--- src/hw/ammt_map.svh ---
// register map and reset values of the adc min/max tracker
// assumes byte registers reached one per aligned 32-bit word
`ifndef AMMT_MAP_SVH
`define AMMT_MAP_SVH
`define AMMT_MAX_BASE_IDX 8'h60
`define AMMT_MIN_BASE_IDX 8'h80
`define AMMT_IDX_MAX7_LO 8'h6E
`define AMMT_IDX_MAX7_HI 8'h6F
`define AMMT_IDX_MIN0_LO 8'h80
`define AMMT_IDX_MIN0_HI 8'h81
`define AMMT_IDX_MIN1_LO 8'h82
`define AMMT_IDX_MIN1_HI 8'h83
`define AMMT_IDX_MIN2_LO 8'h84
`define AMMT_MAX_RESET 8'h00
`define AMMT_MIN_RESET 8'hFF
`define AMMT_RESP_OKAY 2'h0
`define AMMT_RESP_SLVERR 2'h2
`endif

--- src/hw/ammt_pkg.sv ---
// types shared by the tracker modules
// assumes nothing of its surroundings
`default_nettype none
package ammt_pkg;
	typedef logic [15:0] ammt_code_type;
	typedef enum logic [1:0] {AMMT_RD_IDLE, AMMT_RD_RESP} ammt_rd_state_type;
endpackage
`default_nettype wire

--- src/hw/ammt_rd_if.sv ---
// read-clear strobe carrier between the bus slave and the trackers
// assumes one clock shared by both ends
`default_nettype none
interface ammt_rd_if #(parameter int NCH = 8);
	logic [NCH-1:0] clr_max_lo;
	logic [NCH-1:0] clr_max_hi;
	logic [NCH-1:0] clr_min_lo;
	logic [NCH-1:0] clr_min_hi;
	modport src (output clr_max_lo, output clr_max_hi, output clr_min_lo, output clr_min_hi);
	modport dst (input clr_max_lo, input clr_max_hi, input clr_min_lo, input clr_min_hi);
endinterface
`default_nettype wire

--- src/hw/ammt_top.sv ---
// adc min/max tracker with an axi4-lite register slave
// assumes conversion results arrive synchronous to clk
`default_nettype none
`include "ammt_map.svh"
module ammt_top #(
	parameter int NCH = 8,
	parameter int CW = 12
) (
	input wire logic clk,
	input wire logic rst,
	input wire logic conv_valid,
	input wire logic [$clog2(NCH)-1:0] conv_chan,
	input wire logic [CW-1:0] conv_code,
	input wire logic [11:0] s_axi_awaddr,
	input wire logic s_axi_awvalid,
	output logic s_axi_awready,
	input wire logic [31:0] s_axi_wdata,
	input wire logic [3:0] s_axi_wstrb,
	input wire logic s_axi_wvalid,
	output logic s_axi_wready,
	output logic [1:0] s_axi_bresp,
	output logic s_axi_bvalid,
	input wire logic s_axi_bready,
	input wire logic [11:0] s_axi_araddr,
	input wire logic s_axi_arvalid,
	output logic s_axi_arready,
	output logic [31:0] s_axi_rdata,
	output logic [1:0] s_axi_rresp,
	output logic s_axi_rvalid,
	input wire logic s_axi_rready
);
	import ammt_pkg::*;
	ammt_rd_if #(.NCH(NCH)) rd_if ();
	logic [NCH*16-1:0] max_flat;
	logic [NCH*16-1:0] min_flat;
	ammt_tracker #(.NCH(NCH), .CW(CW)) u_trk (
		.clk(clk),
		.rst(rst),
		.conv_valid(conv_valid),
		.conv_chan(conv_chan),
		.conv_code(conv_code),
		.rd(rd_if.dst),
		.max_flat(max_flat),
		.min_flat(min_flat)
	);
	// write side: everything is read-only, so writes are taken and answered slverr
	logic aw_got_r;
	logic w_got_r;
	logic bvalid_r;
	assign s_axi_awready = !aw_got_r && !bvalid_r;
	assign s_axi_wready = !w_got_r && !bvalid_r;
	always_ff @(posedge clk) begin
		if (rst) begin
			aw_got_r <= 1'b0;
			w_got_r <= 1'b0;
			bvalid_r <= 1'b0;
		end else if (bvalid_r) begin
			if (s_axi_bready)
				bvalid_r <= 1'b0;
		end else if ((aw_got_r || s_axi_awvalid) && (w_got_r || s_axi_wvalid)) begin
			bvalid_r <= 1'b1; // contents untouched
			aw_got_r <= 1'b0;
			w_got_r <= 1'b0;
		end else begin
			aw_got_r <= aw_got_r || s_axi_awvalid;
			w_got_r <= w_got_r || s_axi_wvalid;
		end
	end
	assign s_axi_bvalid = bvalid_r;
	assign s_axi_bresp = `AMMT_RESP_SLVERR;
	// read decode: byte index is word address; even index low byte, odd high
	ammt_rd_state_type st_r;
	logic [31:0] rdata_r;
	logic [1:0] rresp_r;
	wire logic [9:0] idx;
	wire logic [7:0] idx8;
	wire logic ar_take;
	wire logic is_max;
	wire logic is_min;
	wire logic [7:0] off;
	wire logic [$clog2(NCH)-1:0] ch;
	wire logic hi;
	wire logic [15:0] max_sel;
	wire logic [15:0] min_sel;
	wire logic [7:0] byte_sel;
	assign idx = s_axi_araddr[11:2];
	assign idx8 = idx[7:0];
	assign ar_take = s_axi_arvalid && (st_r == AMMT_RD_IDLE);
	assign is_max = (idx[9:8] == 2'h0) && (idx8 >= `AMMT_MAX_BASE_IDX)
		&& (idx8 < 8'(`AMMT_MAX_BASE_IDX + 2 * NCH));
	assign is_min = (idx[9:8] == 2'h0) && (idx8 >= `AMMT_MIN_BASE_IDX)
		&& (idx8 < 8'(`AMMT_MIN_BASE_IDX + 2 * NCH));
	assign off = is_max ? 8'(idx8 - `AMMT_MAX_BASE_IDX) : 8'(idx8 - `AMMT_MIN_BASE_IDX);
	assign ch = off[$clog2(NCH):1];
	assign hi = off[0];
	assign max_sel = max_flat[ch*16 +: 16];
	assign min_sel = min_flat[ch*16 +: 16];
	// high byte carries upper code bits
	assign byte_sel = is_max ? (hi ? max_sel[15:8] : max_sel[7:0])
		: (hi ? min_sel[15:8] : min_sel[7:0]);
	assign s_axi_arready = (st_r == AMMT_RD_IDLE);
	// clear strobes fire on the same edge that captures the data
	wire logic [NCH-1:0] sel_vec;
	genvar g;
	generate
		for (g = 0; g < NCH; g = g + 1) begin : gen_clr
			assign sel_vec[g] = ar_take && (ch == ($clog2(NCH))'(g));
		end
	endgenerate
	// whole-vector drives keep one driver per interface signal
	assign rd_if.clr_max_lo = sel_vec & {NCH{is_max && !hi}};
	assign rd_if.clr_max_hi = sel_vec & {NCH{is_max && hi}};
	assign rd_if.clr_min_lo = sel_vec & {NCH{is_min && !hi}};
	assign rd_if.clr_min_hi = sel_vec & {NCH{is_min && hi}};
	always_ff @(posedge clk) begin
		if (rst) begin
			st_r <= AMMT_RD_IDLE;
			rdata_r <= 32'h0;
			rresp_r <= `AMMT_RESP_OKAY;
		end else begin
			unique case (st_r)
				AMMT_RD_IDLE: begin
					if (s_axi_arvalid) begin
						st_r <= AMMT_RD_RESP;
						rdata_r <= (is_max || is_min) ? {24'h0, byte_sel} : 32'h0;
						rresp_r <= (is_max || is_min) ? `AMMT_RESP_OKAY : `AMMT_RESP_SLVERR;
					end
				end
				AMMT_RD_RESP: begin
					if (s_axi_rready)
						st_r <= AMMT_RD_IDLE;
				end
				default: st_r <= AMMT_RD_IDLE;
			endcase
		end
	end
	assign s_axi_rvalid = (st_r == AMMT_RD_RESP);
	assign s_axi_rdata = rdata_r;
	assign s_axi_rresp = rresp_r;
endmodule
`default_nettype wire

--- src/hw/ammt_tracker.sv ---
// per-channel peak trackers, bytewise read-clear
// assumes a conversion result strobe with channel number, one per cycle at most
`default_nettype none
`include "ammt_map.svh"
module ammt_tracker #(
	parameter int NCH = 8,
	parameter int CW = 12
) (
	input wire logic clk,
	input wire logic rst,
	input wire logic conv_valid,
	input wire logic [$clog2(NCH)-1:0] conv_chan,
	input wire logic [CW-1:0] conv_code,
	ammt_rd_if.dst rd,
	output logic [NCH*16-1:0] max_flat,
	output logic [NCH*16-1:0] min_flat
);
	import ammt_pkg::*;
	// one net per output so each slice has a single driver
	wire logic [NCH*16-1:0] max_w;
	wire logic [NCH*16-1:0] min_w;
	assign max_flat = max_w;
	assign min_flat = min_w;
	genvar g;
	generate
		for (g = 0; g < NCH; g = g + 1) begin : gen_ch
			ammt_code_type max_r;
			ammt_code_type min_r;
			ammt_code_type max_nxt;
			ammt_code_type min_nxt;
			wire logic hit;
			wire ammt_code_type code;
			assign hit = conv_valid && (conv_chan == ($clog2(NCH))'(g));
			assign code = ammt_code_type'(conv_code);
			// a fresh code beats the read-clear so no sample is lost
			always_comb begin
				max_nxt = max_r;
				if (rd.clr_max_lo[g])
					max_nxt[7:0] = `AMMT_MAX_RESET;
				if (rd.clr_max_hi[g])
					max_nxt[15:8] = `AMMT_MAX_RESET;
				if (hit && code > max_nxt)
					max_nxt = code;
				min_nxt = min_r;
				if (rd.clr_min_lo[g])
					min_nxt[7:0] = `AMMT_MIN_RESET;
				if (rd.clr_min_hi[g])
					min_nxt[15:8] = `AMMT_MIN_RESET;
				if (hit && code < min_nxt)
					min_nxt = code;
			end
			always_ff @(posedge clk) begin
				if (rst) begin
					max_r <= {`AMMT_MAX_RESET, `AMMT_MAX_RESET};
					min_r <= {`AMMT_MIN_RESET, `AMMT_MIN_RESET};
				end else begin
					max_r <= max_nxt;
					min_r <= min_nxt;
				end
			end
			assign max_w[g*16 +: 16] = max_r;
			assign min_w[g*16 +: 16] = min_r;
		end
	endgenerate
endmodule
`default_nettype wire
--- config.mk ---
export PLATFORM = sky130hd
export DESIGN_NAME = ammt_top
export DESIGN_NICKNAME = d
export VERILOG_FILES = /design/src/hw/ammt_pkg.sv /design/src/hw/ammt_rd_if.sv /design/src/hw/ammt_top.sv /design/src/hw/ammt_tracker.sv
export VERILOG_INCLUDE_DIRS = /design/src /design/src/hw
export SDC_FILE = /design/constraint.sdc
export NUM_CORES = 1
export LEC_CHECK = 0
export BUFFER_PORTS_ARGS = -buffer_cell sky130_fd_sc_hd__buf_2
export CAP_MARGIN = 20
export CORE_ASPECT_RATIO = 1.2
export CORE_UTILIZATION = 35
export DETAILED_ROUTE_END_ITERATION = 8
export GPL_ROUTABILITY_DRIVEN = 0
export SLEW_MARGIN = 20
export SYNTH_ARGS = -nofsm -noshare
export SYNTH_HDL_FRONTEND = slang
export SYNTH_SLANG_ARGS = --single-unit
--- constraint.sdc ---
create_clock -name clk -period 5.2 [get_ports clk]
set_input_delay 0.78 -clock clk [delete_from_list [all_inputs] [get_ports clk]]
set_output_delay 0.78 -clock clk [all_outputs]
set_load 0.02 [all_outputs]
==> results.json <==
{
  "period_needed_ns": 4.19,
  "crit_buf_inv": 3,
  "synth_cell_types": 65,
  "hpwl_um": 41500,
  "ios": 124,
  "drtIter0Drc": 889,
  "cts_tree": "built",
  "setup.worst_path.start_class": "primary input",
  "first_pass_iters": 5,
  "power.total_w": 0.00513,
  "critical_path_class": "in2reg",
  "cap_viol_max_count": 0,
  "holdCritPathClass": "in2reg",
  "antenna_found_initial": 0,
  "die_area_um2": 50600,
  "die_w_um": 206,
  "status": "completed",
  "cp_data_arrival_time_ns": 4.69,
  "synthMuxAreaShare_pct": 18.7,
  "avgRoutedWirePerCell_um": 21.9,
  "power.density_nw_per_um2": 263,
  "synth-seq-cells": 269,
  "io_buffers": 46,
  "post_cts_resized": 0,
  "skew_ns": 0.0208,
  "netlist_instances": 1870,
  "rsz0062_at_grt": "no",
  "drc": 0,
  "clk_pin_slew_ns": 0.06,
  "ys.warnings.count": 0,
  "end_kind": "flip-flop",
  "cellLeakagePower_nw": 8.38,
  "synth_compound_area_share_pct": 10.7,
  "ys_top_cells_by_area": "dfxtp_1, ha_1, mux2i_1",
  "mostFrequentLayoutCells": "dfxtp_1, nor2_1, ha_1",
  "fmaxAchievable_ghz": 0.239,
  "rrSetupSlack_ns": 1.18,
  "period_share_pct": 80.5,
  "synth-main-ff-cell": "dfxtp_1",
  "cts_buffers": 31,
  "path_delay_family": "compound AO/OA/AOI/OAI gates",
  "cpMostUsedCell": "buf_4",
  "worst_pin_slew_ns": 1.11,
  "finalWirelength_um": 56100,
  "ctsHoldBuffers": 0,
  "crit_path_max_fanout": 16,
  "cp_cell_sequence": "buf_2 -> or3_1 -> nor4_2 -> buf_4 -> nor2_1 -> ha_1 -> nand4_1 -> a2111oi_0 -> o211ai_1 -> a41oi_2 -> buf_4 -> nor3_1 -> a21oi_1",
  "grt_pass1_wl_um": 85600,
  "clock_sink_count": 269,
  "h-tree-depth": 1,
  "start_util_pct": 35.4,
  "cts_setup_buffers": 0,
  "first_global_vias": 14732,
  "worst_slack_ns": 1.01,
  "tns_ns": 0,
  "synthesis.area_um2": 17400,
  "netlist.area_leader.share_pct": 30.9,
  "post_synth_xor_area_fraction_pct": 0,
  "hold_viol": 0,
  "drv_slew": 0,
  "vias": 14658,
  "synth.avg_cell_area_um2": 9.31,
  "design.core.area_um2": 49100,
  "synth_fa_ha_area_share_pct": 13.2,
  "yosysSeqAreaShare_pct": 30.9,
  "synth_top_family_by_area": "simple AND/OR/NAND/NOR gates",
  "area_growth_syn_to_layout_pct": 11.8,
  "synth_edf_count": 0,
  "peakVddDrop_mv": 0.245,
  "crit_required_ns": 5.70,
  "post-place-ws_ns": 0.413,
  "synth_top_area_cell": "dfxtp_1",
  "cp_slowest_stage_delay_ns": 0.64,
  "finalNetCount": 2173,
  "relSlewSlack_pct": 25.9,
  "synth-async-reset-ratio_pct": 0,
  "track_usage_pct": 22.2,
  "drive_gt1_share_pct": 18.4,
  "nFillCells": 4781,
  "setup_viol": 0,
  "num_rows": 89,
  "overflow": 0,
  "final_common_cell": "dfxtp_1",
  "slowest_stage": "or3_1",
  "clock_path_buffers": 3,
  "die_y_um": 246,
  "clk_latency_ns": 0.59,
  "synth-simple-area-share_pct": 22.3,
  "viasPerCell": 5.71,
  "ant_nets": 0,
  "grt_max_degree": 138,
  "clock-root-buffer": "clkbuf_16"
}
[cell families (layout without fill, tap and decap cells)]
logic type / after synthesis / count (layout)
AOI/OAI and AO/OA: 281 / 281
DFF: 269 / 269
buffers and inverters: 147 / 182
other: 2 / 28
muxes: 235 / 235
adders and majority gates: 184 / 184
and+or+nand+nor: 752 / 752
[where the power goes]
group          internal [W]  switching [W]
logic              0.000242       0.000413
clock network       0.00137       0.000951
registers           0.00211      0.0000409
total               0.00372        0.00141
[sequential cells by signal (all words and copies together) (netlist names)]
name / flops
u_trk.gen_ch.max_r: 128
u_trk.gen_ch.min_r: 128
s_axi_rdata: 8
aw_got_r: 1
s_axi_bvalid: 1
s_axi_rresp: 1
st_r: 1
w_got_r: 1
[final timing paths]
path                                                             to  depth (start not counted)                        start
worst max register to register  u_trk.gen_ch[1].min_r[1]$_SDFF_PP1_                         12         st_r[0]$_SDFFE_PP0P_
worst max-delay path            u_trk.gen_ch[1].min_r[1]$_SDFF_PP1_                         13             s_axi_araddr[11]
worst min-delay path                           st_r[0]$_SDFFE_PP0P_                          2                 s_axi_rready
worst min register to register          s_axi_rdata[3]$_SDFFE_PP0P_                          2  s_axi_rdata[3]$_SDFFE_PP0P_
[layer usage]
metal,vias to the layer above,track usage [%],part of all wire (%)
met4,0,10.1,4.6
met1,7152,27.7,41
met2,521,38.1,48
met5,-,0,0
li1,6853,-,-
met3,132,2.50,5.9
[per-stage QoR]
step                      instances  instance area (µm²)  util, %  hold WS (ns)
after floorplan                1895                17500        -         0.448
after global placement         2510                18400     37.4         0.443
after detailed placement       2510                18400     37.4         0.441
after CTS                      2567                19400     39.6         0.365
after global routing           2567                19500     39.6         0.382
final                          2568                19500     39.6         0.387
[synthesized netlist by cell type (3+ instances only)]
| library cell | number |
|---|---|
| nor4_1 | 3 |
| a41oi_1 | 4 |
| clkbuf_1 | 49 |
| o21bai_1 | 24 |
| or4_1 | 11 |
| or3_1 | 5 |
| nand2b_1 | 39 |
| nor3_1 | 62 |
| and4_1 | 7 |
| nand2_1 | 154 |
| a2111oi_0 | 9 |
| nor2_1 | 237 |
| buf_2 | 32 |
| mux4_2 | 72 |
| a211o_1 | 5 |
| a21o_1 | 11 |
| dfxtp_1 | 269 |
| nor2b_1 | 19 |
| inv_1 | 27 |
| o211ai_1 | 15 |
| mux2i_1 | 163 |
| a211oi_1 | 14 |
| o31ai_1 | 17 |
| buf_4 | 27 |
| a21oi_1 | 99 |
| a221oi_1 | 4 |
| buf_1 | 8 |
| or2_2 | 103 |
| o21a_1 | 9 |
| nor4_2 | 10 |
| ha_1 | 184 |
| and2_1 | 13 |
| nand3_1 | 17 |
| o22ai_1 | 3 |
| nand3b_1 | 14 |
| buf_6 | 4 |
| nand4_1 | 20 |
| and4b_1 | 27 |
| a22oi_1 | 7 |
| o21ai_0 | 37 |
[cell type report]
| type | instances | area (µm²) | area share (%) |
|---|---|---|---|
| diodes | 1 | 2.50 | 0.0129 |
| clock buffers | 42 | 907 | 4.66 |
| clock inverters | 15 | 174 | 0.894 |
| inverters | 27 | 101 | 0.521 |
| multi-input cells | 1479 | 11400 | 58.8 |
| flip-flops and latches | 269 | 5390 | 27.7 |
| well taps | 637 | 797 | 4.10 |
| repair buffers | 98 | 644 | 3.31 |
(Power assumes the default switching activity.)
